File: src/fmc_pkg.sv
package fmc_pkg;

  // register offsets
  localparam logic [7:0] ADDR_CFG_TWO       = 8'h02;
  localparam logic [7:0] ADDR_CFG_THREE     = 8'h03;
  localparam logic [7:0] ADDR_TACH_ENABLE   = 8'h07;
  localparam logic [7:0] ADDR_TACH_CONFIG   = 8'h08;
  localparam logic [7:0] ADDR_PIN_CFG_ONE   = 8'h09;
  localparam logic [7:0] ADDR_PIN_CFG_TWO   = 8'h0A;

  // reset values
  localparam logic [7:0] RST_CFG_TWO        = 8'h80;
  localparam logic [7:0] RST_CFG_THREE      = 8'h00;
  localparam logic [7:0] RST_TACH_ENABLE    = 8'h00;
  localparam logic [7:0] RST_TACH_CONFIG    = 8'h0F;
  localparam logic [7:0] RST_PIN_CFG_ONE    = 8'h00;
  localparam logic [7:0] RST_PIN_CFG_TWO    = 8'h00;
  localparam logic [7:0] RD_UNMAPPED        = 8'h00;

  // config two fields
  localparam int CFG2_FAST_BIT        = 0;
  localparam int CFG2_HIGH_FREQ_BIT   = 2;
  localparam int CFG2_HOT_ONE_DIS_BIT = 3;
  localparam int CFG2_HOT_TWO_DIS_BIT = 4;
  localparam int CFG2_FULL_SPEED_BIT  = 5;
  localparam int CFG2_PULSES_LSB      = 6;

  // config three fields
  localparam int CFG3_PIN_EN_BIT      = 0;
  localparam int CFG3_SCL_TMO_BIT     = 1;
  localparam int CFG3_SDA_TMO_BIT     = 2;
  localparam int CFG3_VID_THR_BIT     = 3;
  localparam int CFG3_THERM_THR_BIT   = 4;
  localparam int CFG3_INTR_CLR_BIT    = 5;
  localparam int CFG3_XOR_TREE_BIT    = 6;
  localparam int CFG3_CORE_LOW_BIT    = 7;

  // writable bits of the tach configuration
  localparam logic [7:0] TACH_CFG_WMASK = 8'h0F;
  // the intrusion clear bit never stores
  localparam logic [7:0] CFG3_WMASK     = 8'hDF;

  localparam int NUM_TACH = 8;
  localparam int NUM_PINS = 8;
  localparam int NUM_PAIRS = 4;

  // measurement rate
  localparam int CLK_FREQ_HZ        = 40_000_000;
  localparam int SLOW_MEAS_MS       = 1000;
  localparam int FAST_MEAS_MS       = 250;
  localparam int SLOW_MEAS_CYCLES   = (CLK_FREQ_HZ / 1000) * SLOW_MEAS_MS;
  localparam int FAST_MEAS_CYCLES   = (CLK_FREQ_HZ / 1000) * FAST_MEAS_MS;
  localparam int CNT_W              = 26;

endpackage

File: src/fmc_rate_if.sv
`timescale 1ns/1ps
`default_nettype none
interface fmc_rate_if;
  logic fast;
  logic low_freq;
  logic tick;
  modport ctl   (output fast, output low_freq, input tick);
  modport timer (input fast, input low_freq, output tick);
endinterface
`default_nettype wire

File: src/fmc_rate_timer.sv
`timescale 1ns/1ps
`default_nettype none
module fmc_rate_timer
  import fmc_pkg::*;
#(
  parameter int SLOW_CYCLES = SLOW_MEAS_CYCLES,
  parameter int FAST_CYCLES = FAST_MEAS_CYCLES
) (
  input  wire logic i_clk,   // core clock
  input  wire logic i_nrst,  // sync reset, active low
  fmc_rate_if.timer rate     // rate select in, tick out
);

  localparam logic [CNT_W-1:0] SLOW_RELOAD = CNT_W'(SLOW_CYCLES - 1);
  localparam logic [CNT_W-1:0] FAST_RELOAD = CNT_W'(FAST_CYCLES - 1);

  typedef struct packed {
    logic [CNT_W-1:0] cnt;
    logic             tick;
  } fmc_timer_s;

  fmc_timer_s r;
  fmc_timer_s next_r;

  assign rate.tick = r.tick;

  // a rate change takes effect at the next reload, not mid-period
  always_comb begin
    next_r = r;
    next_r.tick = 1'b0;
    if (!rate.low_freq) begin
      next_r.cnt = '0;
    end else if (r.cnt == '0) begin
      next_r.tick = 1'b1;
      next_r.cnt  = rate.fast ? FAST_RELOAD : SLOW_RELOAD;
    end else begin
      next_r.cnt = r.cnt - 1'b1;
    end
  end

  always_ff @(posedge i_clk) begin
    if (!i_nrst) begin
      r <= '0;
    end else begin
      r <= next_r;
    end
  end

  property p_no_tick_high_freq;
    @(posedge i_clk) disable iff (!i_nrst)
      !rate.low_freq |=> !rate.tick;
  endproperty
  a_no_tick_high_freq: assert property (p_no_tick_high_freq)
    else $error("measurement tick outside low frequency mode");

  property p_tick_reload;
    @(posedge i_clk) disable iff (!i_nrst)
      (rate.low_freq && r.cnt == '0) |=>
        rate.tick && r.cnt == ($past(rate.fast) ? FAST_RELOAD : SLOW_RELOAD);
  endproperty
  a_tick_reload: assert property (p_tick_reload)
    else $error("measurement period reload wrong");

endmodule
`default_nettype wire

File: src/fmc_config_regs.sv
// Behaviour
// - low frequency mode measures speed once a second, four times when fast set
// - config two bit 2 picks low frequency or fixed high frequency PWM
// - first regulator hot input forces full speed unless its disable bit set
// - second regulator hot input forces full speed unless its disable bit set
// - config two bit 5 forces every fan to full speed, resets low
// - bits 7:6 give pulses counted after second rising edge, x equals field plus one
// - all six registers lockable, soft resettable, defaults 0x80, 0x0F, else 0x00
// - once locked, lockable registers ignore writes until power cycle
// - soft reset restores unlocked registers, locked ones keep contents
// - config three bit 0 enables the general purpose pins
// - config three bits 1 and 2 enable clock and data line timeouts
// - writing one to config three bit 5 clears intrusion latch, self clearing
// - config three bit 6 selects XOR tree test mode
// - config three bit 7 enables the core rail low function
// - tach enable bit n enables speed measurement on tach input n+1
// - tach config bits 0..3 select continuous measurement on pairs 1/5..4/8
// - continuous pairs get no pulse stretching and no PWM synchronisation
// - tach config bits 7:4 are reserved, read only
// - pin config one even bits set polarity of pins 1..4
// - pin config one odd bits set direction of pins 1..4
// - pin config two holds same layout for pins 5..8, resets 0x00
//
// Local design decision: the address-and-strobe port.
`timescale 1ns/1ps
`default_nettype none
module fmc_config_regs
  import fmc_pkg::*;
#(
  parameter int SLOW_CYCLES = SLOW_MEAS_CYCLES,
  parameter int FAST_CYCLES = FAST_MEAS_CYCLES
) (
  input  wire logic       I_MCLK,                 // core clock, 40 MHz
  input  wire logic       I_NRST,                 // power-on reset, sync, active low
  input  wire logic [7:0] I_ADDR,                 // register address
  input  wire logic [7:0] I_WDATA,                // write data
  input  wire logic       I_WR,                   // write strobe
  input  wire logic       I_RD,                   // read strobe
  output logic      [7:0] O_RDATA,                // read data, cycle after read
  input  wire logic       I_LOCK,                 // lock request level
  input  wire logic       I_SOFT_RESET,           // software reset pulse
  input  wire logic       I_REG_HOT_ONE,          // regulator_hot_input_one pin
  input  wire logic       I_REG_HOT_TWO,          // regulator_hot_input_two pin
  output logic            O_FULL_SPEED,           // all fans to full speed
  output logic            O_HIGH_FREQ_PWM,        // fixed high frequency PWM
  output logic            O_FAST_RATE,            // four measurements a second
  output logic            O_SPEED_MEAS_TICK,      // start of a measurement period
  output logic      [2:0] O_SPEED_PULSE_COUNT,    // speed_pulse_count, 1..4
  output logic      [7:0] O_SPEED_MEAS_EN,        // per tach input measure enable
  output logic      [3:0] O_CONTINUOUS_PAIR,      // continuous_speed_pair bits
  output logic      [7:0] O_PULSE_STRETCH_EN,     // per tach input pulse stretch
  output logic      [7:0] O_TACH_SYNC_EN,         // per tach input PWM sync
  output logic            O_PIN_EN,               // general purpose pins on
  output logic      [7:0] O_PIN_POLARITY,         // 1 active high per pin
  output logic      [7:0] O_PIN_DIRECTION,        // 1 output per pin, gated by enable
  output logic            O_SCL_TIMEOUT_EN,       // clock line timeout enable
  output logic            O_SDA_TIMEOUT_EN,       // data line timeout enable
  output logic            O_VID_LOW_THRESH,       // low VID input threshold
  output logic            O_THERM_LOW_THRESH,     // low THERM input threshold
  output logic            O_INTRUSION_LATCH_CLEAR,// one cycle clear pulse
  output logic            O_XOR_TREE_EN,          // XOR tree test mode
  output logic            O_CORE_LOW_EN,          // core rail low function
  output logic            O_LOCKED                // lock in force
);

  typedef struct packed {
    logic [7:0] cfg_two;
    logic [7:0] cfg_three;
    logic [7:0] tach_enable;
    logic [7:0] tach_config;
    logic [7:0] pin_config_one;
    logic [7:0] pin_config_two;
    logic       locked;
    logic [1:0] hot_one_sync;
    logic [1:0] hot_two_sync;
    logic [7:0] rdata;
    logic       full_speed;
    logic       meas_tick;
    logic [2:0] pulse_count;
    logic [7:0] meas_en;
    logic [7:0] stretch_en;
    logic [7:0] sync_en;
    logic [7:0] polarity;
    logic [7:0] direction;
    logic       intrusion_clear;
  } fmc_regs_s;

  fmc_regs_s r;
  fmc_regs_s next_r;

  fmc_rate_if rate ();

  fmc_rate_timer #(
    .SLOW_CYCLES (SLOW_CYCLES),
    .FAST_CYCLES (FAST_CYCLES)
  ) u_rate_timer (
    .i_clk  (I_MCLK),
    .i_nrst (I_NRST),
    .rate   (rate)
  );

  assign rate.fast     = r.cfg_two[CFG2_FAST_BIT];
  assign rate.low_freq = !r.cfg_two[CFG2_HIGH_FREQ_BIT];

  logic       wr_ok;
  logic       sw_rst;
  logic [7:0] new_cfg_two;
  logic [7:0] new_tach_config;
  logic [7:0] new_pin_cfg_one;
  logic [7:0] new_pin_cfg_two;
  logic [7:0] stretch_bits;
  logic [7:0] sync_bits;
  logic [7:0] pol_bits;
  logic [7:0] dir_bits;
  logic [15:0] pin_pair;

  // locked registers neither take writes nor a software reset
  // write blocking
  assign wr_ok  = I_WR && !r.locked && !I_SOFT_RESET;
  assign sw_rst = I_SOFT_RESET && !r.locked;

  // values that the per-bit decode sees in the next cycle
  assign new_cfg_two     = sw_rst ? RST_CFG_TWO :
                           (wr_ok && I_ADDR == ADDR_CFG_TWO) ? I_WDATA : r.cfg_two;
  assign new_tach_config = sw_rst ? RST_TACH_CONFIG :
                           (wr_ok && I_ADDR == ADDR_TACH_CONFIG) ?
                           (I_WDATA & TACH_CFG_WMASK) : r.tach_config;
  assign new_pin_cfg_one = sw_rst ? RST_PIN_CFG_ONE :
                           (wr_ok && I_ADDR == ADDR_PIN_CFG_ONE) ? I_WDATA : r.pin_config_one;
  assign new_pin_cfg_two = sw_rst ? RST_PIN_CFG_TWO :
                           (wr_ok && I_ADDR == ADDR_PIN_CFG_TWO) ? I_WDATA : r.pin_config_two;
  assign pin_pair        = {new_pin_cfg_two, new_pin_cfg_one};

  genvar gi;
  generate
    for (gi = 0; gi < NUM_TACH; gi++) begin : g_tach
      assign stretch_bits[gi] = !new_cfg_two[CFG2_HIGH_FREQ_BIT] &&
                                !new_tach_config[gi % NUM_PAIRS];
      assign sync_bits[gi]    = stretch_bits[gi];
      assign pol_bits[gi]     = pin_pair[2*gi];
      assign dir_bits[gi]     = pin_pair[2*gi+1];
    end
  endgenerate

  always_comb begin
    next_r = r;
    // synchronisers: first stage feeds only the second
    next_r.hot_one_sync = {r.hot_one_sync[0], I_REG_HOT_ONE};
    next_r.hot_two_sync = {r.hot_two_sync[0], I_REG_HOT_TWO};
    // lock holds until power-on reset
    if (I_LOCK) begin
      next_r.locked = 1'b1;
    end
    next_r.intrusion_clear = 1'b0;
    if (sw_rst) begin
      next_r.cfg_two        = RST_CFG_TWO;
      next_r.cfg_three      = RST_CFG_THREE;
      next_r.tach_enable    = RST_TACH_ENABLE;
      next_r.tach_config    = RST_TACH_CONFIG;
      next_r.pin_config_one = RST_PIN_CFG_ONE;
      next_r.pin_config_two = RST_PIN_CFG_TWO;
    end else if (wr_ok) begin
      case (I_ADDR)
        ADDR_CFG_TWO: begin
          next_r.cfg_two = I_WDATA;
        end
        ADDR_CFG_THREE: begin
          next_r.cfg_three       = I_WDATA & CFG3_WMASK;
          next_r.intrusion_clear = I_WDATA[CFG3_INTR_CLR_BIT];
        end
        ADDR_TACH_ENABLE: begin
          next_r.tach_enable = I_WDATA;
        end
        ADDR_TACH_CONFIG: begin
          next_r.tach_config = I_WDATA & TACH_CFG_WMASK;
        end
        ADDR_PIN_CFG_ONE: begin
          next_r.pin_config_one = I_WDATA;
        end
        ADDR_PIN_CFG_TWO: begin
          next_r.pin_config_two = I_WDATA;
        end
        default: begin
          next_r.cfg_two = r.cfg_two;
        end
      endcase
    end
    // read data stands only in the cycle after the strobe
    next_r.rdata = 8'h00;
    if (I_RD) begin
      case (I_ADDR)
        ADDR_CFG_TWO:     next_r.rdata = r.cfg_two;
        ADDR_CFG_THREE:   next_r.rdata = r.cfg_three & CFG3_WMASK;
        ADDR_TACH_ENABLE: next_r.rdata = r.tach_enable;
        ADDR_TACH_CONFIG: next_r.rdata = r.tach_config & TACH_CFG_WMASK;
        ADDR_PIN_CFG_ONE: next_r.rdata = r.pin_config_one;
        ADDR_PIN_CFG_TWO: next_r.rdata = r.pin_config_two;
        default:          next_r.rdata = RD_UNMAPPED;
      endcase
    end
    next_r.full_speed = new_cfg_two[CFG2_FULL_SPEED_BIT] ||
                        (r.hot_one_sync[1] && !new_cfg_two[CFG2_HOT_ONE_DIS_BIT]) ||
                        (r.hot_two_sync[1] && !new_cfg_two[CFG2_HOT_TWO_DIS_BIT]);
    next_r.meas_tick   = rate.tick;
    next_r.pulse_count = {1'b0, new_cfg_two[CFG2_PULSES_LSB +: 2]} + 3'h1;
    next_r.stretch_en  = stretch_bits;
    next_r.sync_en     = sync_bits;
    next_r.polarity    = pol_bits;
    next_r.direction   = dir_bits & {NUM_PINS{next_r.cfg_three[CFG3_PIN_EN_BIT]}};
    next_r.meas_en     = next_r.tach_enable;
  end

  always_ff @(posedge I_MCLK) begin
    if (!I_NRST) begin
      r                <= '0;
      r.cfg_two        <= RST_CFG_TWO;
      r.cfg_three      <= RST_CFG_THREE;
      r.tach_enable    <= RST_TACH_ENABLE;
      r.tach_config    <= RST_TACH_CONFIG;
      r.pin_config_one <= RST_PIN_CFG_ONE;
      r.pin_config_two <= RST_PIN_CFG_TWO;
      r.pulse_count    <= 3'h3;
      r.stretch_en     <= 8'h00;
      r.sync_en        <= 8'h00;
    end else begin
      r <= next_r;
    end
  end

  assign O_RDATA                 = r.rdata;
  assign O_FULL_SPEED            = r.full_speed;
  assign O_HIGH_FREQ_PWM         = r.cfg_two[CFG2_HIGH_FREQ_BIT];
  assign O_FAST_RATE             = r.cfg_two[CFG2_FAST_BIT];
  assign O_SPEED_MEAS_TICK       = r.meas_tick;
  assign O_SPEED_PULSE_COUNT     = r.pulse_count;
  assign O_SPEED_MEAS_EN         = r.meas_en;
  assign O_CONTINUOUS_PAIR       = r.tach_config[NUM_PAIRS-1:0];
  assign O_PULSE_STRETCH_EN      = r.stretch_en;
  assign O_TACH_SYNC_EN          = r.sync_en;
  assign O_PIN_EN                = r.cfg_three[CFG3_PIN_EN_BIT];
  assign O_PIN_POLARITY          = r.polarity;
  assign O_PIN_DIRECTION         = r.direction;
  assign O_SCL_TIMEOUT_EN        = r.cfg_three[CFG3_SCL_TMO_BIT];
  assign O_SDA_TIMEOUT_EN        = r.cfg_three[CFG3_SDA_TMO_BIT];
  assign O_VID_LOW_THRESH        = r.cfg_three[CFG3_VID_THR_BIT];
  assign O_THERM_LOW_THRESH      = r.cfg_three[CFG3_THERM_THR_BIT];
  assign O_INTRUSION_LATCH_CLEAR = r.intrusion_clear;
  assign O_XOR_TREE_EN           = r.cfg_three[CFG3_XOR_TREE_BIT];
  assign O_CORE_LOW_EN           = r.cfg_three[CFG3_CORE_LOW_BIT];
  assign O_LOCKED                = r.locked;

  property p_force_full;
    @(posedge I_MCLK) disable iff (!I_NRST)
      r.cfg_two[CFG2_FULL_SPEED_BIT] |-> O_FULL_SPEED;
  endproperty
  a_force_full: assert property (p_force_full)
    else $error("forced full speed not shown");

  property p_hot_one;
    @(posedge I_MCLK) disable iff (!I_NRST)
      // a write or soft reset in this cycle may change the disable bit, so skip those
      (r.hot_one_sync[1] && !r.cfg_two[CFG2_HOT_ONE_DIS_BIT] &&
       !I_WR && !I_SOFT_RESET) |=> O_FULL_SPEED;
  endproperty
  a_hot_one: assert property (p_hot_one)
    else $error("first hot input did not boost fans");

  property p_hot_two_ignored;
    @(posedge I_MCLK) disable iff (!I_NRST)
      (!r.hot_one_sync[1] && r.cfg_two[CFG2_HOT_TWO_DIS_BIT] &&
       !r.cfg_two[CFG2_FULL_SPEED_BIT] && !I_WR && !I_SOFT_RESET) |=> !O_FULL_SPEED;
  endproperty
  a_hot_two_ignored: assert property (p_hot_two_ignored)
    else $error("disabled second hot input changed fan speed");

  property p_locked_hold;
    @(posedge I_MCLK) disable iff (!I_NRST)
      (r.locked && (I_WR || I_SOFT_RESET)) |=>
        $stable(r.cfg_two) && $stable(r.cfg_three) && $stable(r.tach_config);
  endproperty
  a_locked_hold: assert property (p_locked_hold)
    else $error("locked register changed");

  property p_soft_reset;
    @(posedge I_MCLK) disable iff (!I_NRST)
      (I_SOFT_RESET && !r.locked) |=>
        r.cfg_two == RST_CFG_TWO && r.tach_config == RST_TACH_CONFIG &&
        r.pin_config_two == RST_PIN_CFG_TWO;
  endproperty
  a_soft_reset: assert property (p_soft_reset)
    else $error("soft reset did not restore defaults");

  property p_intrusion_pulse;
    @(posedge I_MCLK) disable iff (!I_NRST)
      (wr_ok && I_ADDR == ADDR_CFG_THREE && I_WDATA[CFG3_INTR_CLR_BIT])
        |=> O_INTRUSION_LATCH_CLEAR ##1
          (!O_INTRUSION_LATCH_CLEAR || $past(wr_ok && I_ADDR == ADDR_CFG_THREE &&
                                             I_WDATA[CFG3_INTR_CLR_BIT]));
  endproperty
  a_intrusion_pulse: assert property (p_intrusion_pulse)
    else $error("intrusion clear pulse wrong");

  property p_clear_reads_zero;
    @(posedge I_MCLK) disable iff (!I_NRST)
      (I_RD && I_ADDR == ADDR_CFG_THREE) |=> !O_RDATA[CFG3_INTR_CLR_BIT];
  endproperty
  a_clear_reads_zero: assert property (p_clear_reads_zero)
    else $error("intrusion clear bit read back set");

  property p_reserved_zero;
    @(posedge I_MCLK) disable iff (!I_NRST)
      (I_RD && I_ADDR == ADDR_TACH_CONFIG) |=> O_RDATA[7:4] == 4'h0;
  endproperty
  a_reserved_zero: assert property (p_reserved_zero)
    else $error("reserved tach config bits read set");

  property p_pulse_count;
    @(posedge I_MCLK) disable iff (!I_NRST)
      ##1 O_SPEED_PULSE_COUNT == {1'b0, r.cfg_two[CFG2_PULSES_LSB +: 2]} + 3'h1;
  endproperty
  a_pulse_count: assert property (p_pulse_count)
    else $error("pulse count decode wrong");

  property p_continuous_no_stretch;
    @(posedge I_MCLK) disable iff (!I_NRST)
      r.tach_config[0] |-> !O_PULSE_STRETCH_EN[0] && !O_TACH_SYNC_EN[4];
  endproperty
  a_continuous_no_stretch: assert property (p_continuous_no_stretch)
    else $error("continuous pair still stretched");

  property p_meas_enable;
    @(posedge I_MCLK) disable iff (!I_NRST)
      O_SPEED_MEAS_EN == r.tach_enable;
  endproperty
  a_meas_enable: assert property (p_meas_enable)
    else $error("measurement enables differ from register");

endmodule
`default_nettype wire

File: config.mk
export PLATFORM = sky130hd
export DESIGN_NAME = fmc_config_regs
export DESIGN_NICKNAME = d
export VERILOG_FILES = /design/src/fmc_pkg.sv /design/src/fmc_rate_if.sv /design/src/fmc_rate_timer.sv /design/src/fmc_config_regs.sv
export SDC_FILE = /design/constraint.sdc
export NUM_CORES = 1
export LEC_CHECK = 0
export BUFFER_PORTS_ARGS = -buffer_cell sky130_fd_sc_hd__buf_2
export CORE_UTILIZATION = 35
export DETAILED_ROUTE_END_ITERATION = 7
export GPL_ROUTABILITY_DRIVEN = 1
export HOLD_SLACK_MARGIN = 0.08
export SLEW_MARGIN = 20
export SYNTH_ARGS = -nofsm -noshare
export SYNTH_HDL_FRONTEND = slang
export SYNTH_SLANG_ARGS = --single-unit
File: constraint.sdc
create_clock -name I_MCLK -period 5.85 [get_ports I_MCLK]
set_clock_uncertainty 0.1 [all_clocks]
set_input_delay 1.17 -clock I_MCLK [delete_from_list [all_inputs] [get_ports I_MCLK]]
set_output_delay 1.17 -clock I_MCLK [all_outputs]
set_load 0.01 [all_outputs]
==> results.md, run 1 <==
- Hold_ws: 333 ps
- Gpl congestion: 0.861
- Share of cells above drive strength 1: 22.9%
- Synth Area in XOR/XNOR: 3.51%
- Post-synthesis register bit count: 109
- Die height: 118 um
- H-Tree Depth: 3
- Rows: 42
- Multi-input gate area: 2060 um^2
- Global-route wire length before repair: 17.8 mm
- Count of cell types in the netlist: 53
- DRT iter0 DRCs: 287
- Placement Cell Area: 4950 um^2
- Peak supply drop: 0.189 mV
- CP Data Required Time: 5940 ps
- Least-Margin Pin Slew: 822 ps
- Final Hold Fails: 0
- Reg2reg path depth: 5
- Final ANT Viol Nets: 0
- Post-synth EDFFs: 0
- Final WL: 11.1 mm
- Largest family of logic cells by synthesized area: simple AND/OR/NAND/NOR gates
- IO buf count: 91
- Antenna violations before repair: 1
- Die X: 118 um
- Stages on the worst setup path: 5
- Pre-CTS WS: 2500 ps
- Crit path DAT: 3200 ps
- Setup-failing EPs final: 0
- Status: complete, no violations
- Worst stage delay on the critical path: 790 ps
- Clock Tree Buf Depth: 2
- Post-synthesis compound-gate area fraction: 6.52%
- Max Cap Viol: 0
- YS warnings: 0
- Clk sinks: 109
- Largest net degree at the start of global routing: 39
- Final Cell Area: 5230 um^2
- DIE AREA: 14,000 um^2
- DP HPWL: 8.06 mm
- Worst-path clk slew: 70 ps
- Buf+Inv Stages, Crit Path: 0
- Global route overflow: 0
- Num ports: 92
- Min cycle time layout: 3110 ps
- Worst min path class: flip-flop to flip-flop
- Via/cell ratio: 4.98
- CP Max Fanout: 16
- Worst slew margin: 45.1%
- Post-Route Setup TNS: 0 ps
- Drt drc: 0
- Total nets after synthesis: 522
- Crit share post-route: 53.1%
- Postcts setup bufs: 0
- Cts bufs inserted: 9
- CTS tree: done
- CP max-delay cell: nand4_1
- Leakage: 2.28 nW
- Critical Path End Type: flip-flop
- Post-synthesis mux area share: 10.9%
- RSZ-0062 raised after global routing: no
- GRT Total Usage: 16.5%
- Core area: 13,200 um^2
- DR vias: 3,528
- Post-Synth Adder-Cell Area: 0.528%
- Synthesis-to-finish area growth: 10.5%
- Register area: 2180 um^2
- Synth Instances: 496
- Vias in the first global route: 3,318
- Worst setup SP type: flip-flop
- CTS root buffer: clkbuf_16
- Cell Area, Synth: 4740 um^2
- Total power divided by cell area: 392 nW/um^2
- Nets@finish: 553
- Simple-gate share of the synthesized area: 21.8%
- Post-cts resize count: 0
- Clk_lat worst skew: 350 ps
- Cell Chain, Critical Path: or3_4, nor3b_2, nand4_1, o21ai_2, a21oi_1
- Pins Over Slew Limit: 0
- WHS Path Cells: 1
- Seq/Total Area, Yosys: 46.1%
- Async SR Flop Fraction: 0%
- CP top delay family: simple AND/OR/NAND/NOR gates
- Drt wl/cell: 15.7 um
- Most used DFF post-synth: dfxtp_1
- FMAX: 0.322 GHz
- Syn Area/Cell: 9.55 um^2
- Final setup margin: 2740 ps
- Starting density of the core: 35.8%
- Fillers: 1,370
- Iteration count of the initial detailed-routing pass: 4
- Crit path kind: flip-flop to flip-flop
- Hold buffers post-CTS: 0
power breakdown:
part	internal (mW)	total (mW)	switching, mW
clock	0.313	0.579	0.266
sequential	0.824	0.897	0.0729
combinational	0.232	0.575	0.343
metrics by stage:
stage / utilization [%] / power, mW / cells
after CTS: 39.5 / 2.07 / 708
after global placement: 37.3 / 1.46 / 692
after global routing: 39.5 / 2.18 / 709
after detailed placement: 37.4 / 1.48 / 692
after floorplan: - / 1.35 / 496
final: 39.5 / 2.05 / 709
final timing paths:
check	start	end	slack, ps
max	u_rate_timer.r[5]$_SDFF_PP0_	u_rate_timer.r[18]$_SDFF_PP0_	2740
min	next_r[57]$_SDFF_PN0_	r[57]$_SDFF_PN0_	330
max reg2reg	u_rate_timer.r[5]$_SDFF_PP0_	u_rate_timer.r[18]$_SDFF_PP0_	2740
min reg2reg	next_r[57]$_SDFF_PN0_	r[57]$_SDFF_PN0_	330
flip-flops by register name (all words and copies together), names as in the netlist, 2 cells and up:
signal	cells
O_SPEED_MEAS_EN	8
O_TACH_SYNC_EN	4
O_PIN_DIRECTION	8
r	24
next_r	2
O_CONTINUOUS_PAIR	4
O_RDATA	8
O_PIN_POLARITY	8
u_rate_timer.r	26
O_SPEED_PULSE_COUNT	3
per-layer routing:
metal | share of wire [%] | GRT usage (%) | vias up
met5 | 0 | 0 | -
met4 | 1.6 | 7.37 | 0
met3 | 4.8 | 2.99 | 14
met2 | 46 | 25.0 | 92
met1 | 48 | 22.9 | 1690
li1 | - | - | 1732
layout by cell type, fill, tap and decap left out, types with 3 or more instances in the layout:
cell	count
a21oi_1	24
a22oi_1	3
a31oi_1	5
and2_1	10
buf_2	91
clkbuf_16	9
dfxtp_1	109
inv_1	6
mux2i_1	47
nand2_1	27
nand2b_1	3
nand3_1	18
nand4_1	6
nor2_1	59
nor2b_1	6
nor3_1	18
nor3b_1	7
o21ai_0	4
or3_1	9
or4_1	5
xnor2_1	7
xor2_1	12
cell families (layout without fill, tap and decap cells):
family | after synthesis | after routing
adder cells (fa/ha/maj) | 2 | 2
XOR/XNOR | 19 | 19
other | 0 | 1
AO/OA/AOI/OAI | 49 | 49
AND/OR/NAND/NOR | 188 | 188
flip-flops | 109 | 109
buffers and inverters | 79 | 115
multiplexers | 50 | 50
synthesized netlist by cell type (3+ instances only):
master	n	area, um^2
mux2i_1	47	470
nand2b_1	3	18.8
o21ai_0	4	20.0
xnor2_1	7	61.3
inv_1	6	22.5
nand3_1	18	90.1
dfxtp_1	109	2180
or4_1	5	37.5
and2_1	10	62.6
nor2_1	59	221
or3_1	9	56.3
nor3_1	18	90.1
nand4_1	6	37.5
a22oi_1	3	22.5
a31oi_1	5	31.3
nor2b_1	6	37.5
nand2_1	27	101
clkbuf_1	15	56.3
buf_4	55	413
xor2_1	12	105
a21oi_1	24	120
nor3b_1	7	52.6
final cells by class:
type / count / share of cell area, %
antenna: 1 / 0.0478
clock buffer: 13 / 4.97
clock inverter: 3 / 0.359
inverter: 6 / 0.430
multi-input combinational: 308 / 39.3
sequential: 109 / 41.7
tap: 176 / 4.21
timing repair buffer: 93 / 8.99
No activity file was read; power rests on OpenSTA's default activity.
==> run 2: changes to the inputs <==
==> constraint.sdc (replaced) <==
create_clock -name I_MCLK -period 3 [get_ports I_MCLK]
set_clock_uncertainty 0.1 [all_clocks]
set_input_delay 0.6 -clock I_MCLK [delete_from_list [all_inputs] [get_ports I_MCLK]]
set_output_delay 0.6 -clock I_MCLK [all_outputs]
set_load 0.01 [all_outputs]
==> results.md, run 2 (same netlist as run 1, synthesis figures left out) <==
- Nets@finish: 560 (was 553)
- CTS tree: done (unchanged)
- H-Tree Depth: 3 (unchanged)
- Highest Signal Layer: met4 (unchanged)
- Final WL: 11.2 mm (was 11.1 mm)
- Antenna violations before repair: 1 (unchanged)
- Crit path kind: input port to flip-flop (was flip-flop to flip-flop)
- Global-route wire length before repair: 17.9 mm (was 17.8 mm)
- Crit share post-route: 79.9%
- Wl on met1: 5.25 mm (was 5.30 mm)
- Met3 Routed Length: 660 um (was 540 um)
- Vias in the first global route: 3,316 (was 3,318)
- Status: complete, no violations (unchanged)
- Final Hold Fails: 0 (unchanged)
- Final Cell Area: 5350 um^2 (was 5230 um^2)
- Gpl congestion: 0.869 (was 0.861)
- Number of flip-flops in the largest register: 26 (unchanged)
- CTS root buffer: clkbuf_16 (unchanged)
- DR vias: 3,516 (was 3,528)
- Via/cell ratio: 4.91 (was 4.98)
- Setup-failing EPs final: 0 (unchanged)
- CP top delay family: simple AND/OR/NAND/NOR gates (unchanged)
- Leakage: 2.34 nW (was 2.28 nW)
- Post-cts resize count: 0 (unchanged)
- FMAX: 0.417 GHz
- Commonest non-fill, non-tap cells in the layout: 109 x dfxtp_1, 91 x buf_2, 59 x nor2_1, 47 x mux2i_1, 27 x nand2_1 (unchanged)
- Crit path DAT: 2560 ps (was 3200 ps)
- Worst-path clk slew: 70 ps (about the same)
- Core area: 13,200 um^2 (unchanged)
- DP HPWL: 8.23 mm (was 8.06 mm)
- Min cycle time layout: 2400 ps
- Iteration count of the initial detailed-routing pass: 5 (was 4)
- Worst min path class: flip-flop to flip-flop (unchanged)
- IO buf count: 91 (unchanged)
- Worst stage delay on the critical path: 570 ps (was 790 ps)
- RSZ-0062 raised after global routing: no (unchanged)
- Synthesis-to-finish area growth: 13.0% (was 10.5%)
- Hold buffers post-CTS: 0 (unchanged)
- Commonest non-fill, non-tap cell in the layout: dfxtp_1 (unchanged)
- Cell Chain, Critical Path: buf_2, nor4_4, nand4b_4, or3_1, mux2i_4, nor3_1 (was or3_4, nor3b_2, nand4_1, o21ai_2, a21oi_1)
- Cts bufs inserted: 9 (unchanged)
- Clk_lat worst skew: 350 ps (about the same)
- Share of cells above drive strength 1: 24.1% (was 22.9%)
- Post-Place Cells: 699 (was 692)
- Placement Cell Area: 5010 um^2 (was 4950 um^2)
- Register area: 2180 um^2 (unchanged)
- DIE AREA: 14,000 um^2 (unchanged)
- Clock Tree Buf Depth: 2 (unchanged)
- Largest Register: u_rate_timer.r (unchanged)
- Met2 routed WL: 5.08 mm (was 5.12 mm)
- DRT iter0 DRCs: 186 (was 287)
- CP Data Required Time: 3170 ps (was 5940 ps)
- Num ports: 92 (unchanged)
- Pins Over Slew Limit: 0 (unchanged)
- Global route overflow: 0 (unchanged)
- Largest net degree at the start of global routing: 36 (was 39)
- Biggest regs: u_rate_timer.r: 26 flops, r: 24 flops (unchanged)
- Multi-input gate area: 2050 um^2 (was 2060 um^2)
- Fillers: 1,356 (was 1,370)
- Peak supply drop: 0.410 mV (was 0.189 mV)
- Clk sinks: 109 (unchanged)
- Postcts setup bufs: 0 (unchanged)
- Worst slew margin: 60.2% (was 45.1%)
- Die X: 118 um (unchanged)
- Total power divided by cell area: 793 nW/um^2 (was 392 nW/um^2)
- Rows: 42 (unchanged)
- Non-filler cells in the finished layout: 716 (was 709)
- Total power: 4.24 mW (was 2.05 mW)
- Starting density of the core: 35.8% (unchanged)
- Drt drc: 0 (unchanged)
- Buf+Inv Stages, Crit Path: 1 (was 0)
- Worst setup SP type: input port (was flip-flop)
- Max Cap Viol: 0 (unchanged)
- CP Max Fanout: 9 (was 16)
- GRT Total Usage: 16.6% (was 16.5%)
- Die height: 118 um (unchanged)
- Critical Path End Type: flip-flop (unchanged)
- Drt wl/cell: 15.6 um (was 15.7 um)
- CP max-delay cell: nor4_4 (was nand4_1)
- Least-Margin Pin Slew: 592 ps (was 822 ps)
- Post-Route Setup TNS: 0 ps (unchanged)
- Final ANT Viol Nets: 0 (unchanged)
[run 2: cell types whose count changed in the layout (fill, tap and decap cells not counted), moves of 2 or more]
| cell | before | now |
|---|---|---|
| buf_4 | 2 | 8 |
| bufinv_16 | 0 | 2 |
| clkbuf_1 | 2 | 0 |
| clkbuf_8 | 2 | 0 |
| clkinv_2 | 2 | 0 |
[run 2: area by class of cell]
cell class	count	area share [%]
timing repair buffer	100	10.0
sequential	109	40.8
multi-input combinational	308	38.3
clock buffer	9	4.21
antenna	1	0.0468
clock inverter	7	2.13
inverter	6	0.421
tap	176	4.11
[run 2: layer usage]
layer | track usage (%) | vias to the layer above
li1 | - | 1748
met1 | 22.3 | 1642
met2 | 25.5 | 108
met3 | 3.91 | 18
met4 | 6.65 | 0
met5 | 0 | -
[run 2: per-stage QoR]
stage	setup WS [ps]	util (%)	hold slack, ps
finish	603	40.4	340
global route	388	40.4	335
CTS	626	40.4	336
detailed placement	252	37.8	327
global placement	322	37.8	324
floorplan	634	-	312
[run 2: worst paths after layout]
check	start	to	slack, ps	cells past startpoint
hold / removal	u_rate_timer.rate.tick$_SDFF_PP0_	O_SPEED_MEAS_TICK$_SDFF_PN0_	340	1
hold reg to reg	u_rate_timer.rate.tick$_SDFF_PP0_	O_SPEED_MEAS_TICK$_SDFF_PN0_	340	1
setup reg to reg	u_rate_timer.r[21]$_SDFF_PP0_	u_rate_timer.r[11]$_SDFF_PP0_	650	5
setup / recovery	I_ADDR[5]	O_PIN_DIRECTION[0]$_SDFF_PN0_	600	6
[run 2: where the power goes]
group	internal [mW]	switching [mW]
Clock	0.752	0.569
Combinational	0.506	0.667
Sequential	1.61	0.144
Total	2.86	1.38
[run 2: worst reg2reg max path, delay by kind of cell, from the launching register on]
family | cells | cell delay (ps)
flops | 1 | 330
simple gates | 4 | 1400
compound gates | 1 | 410
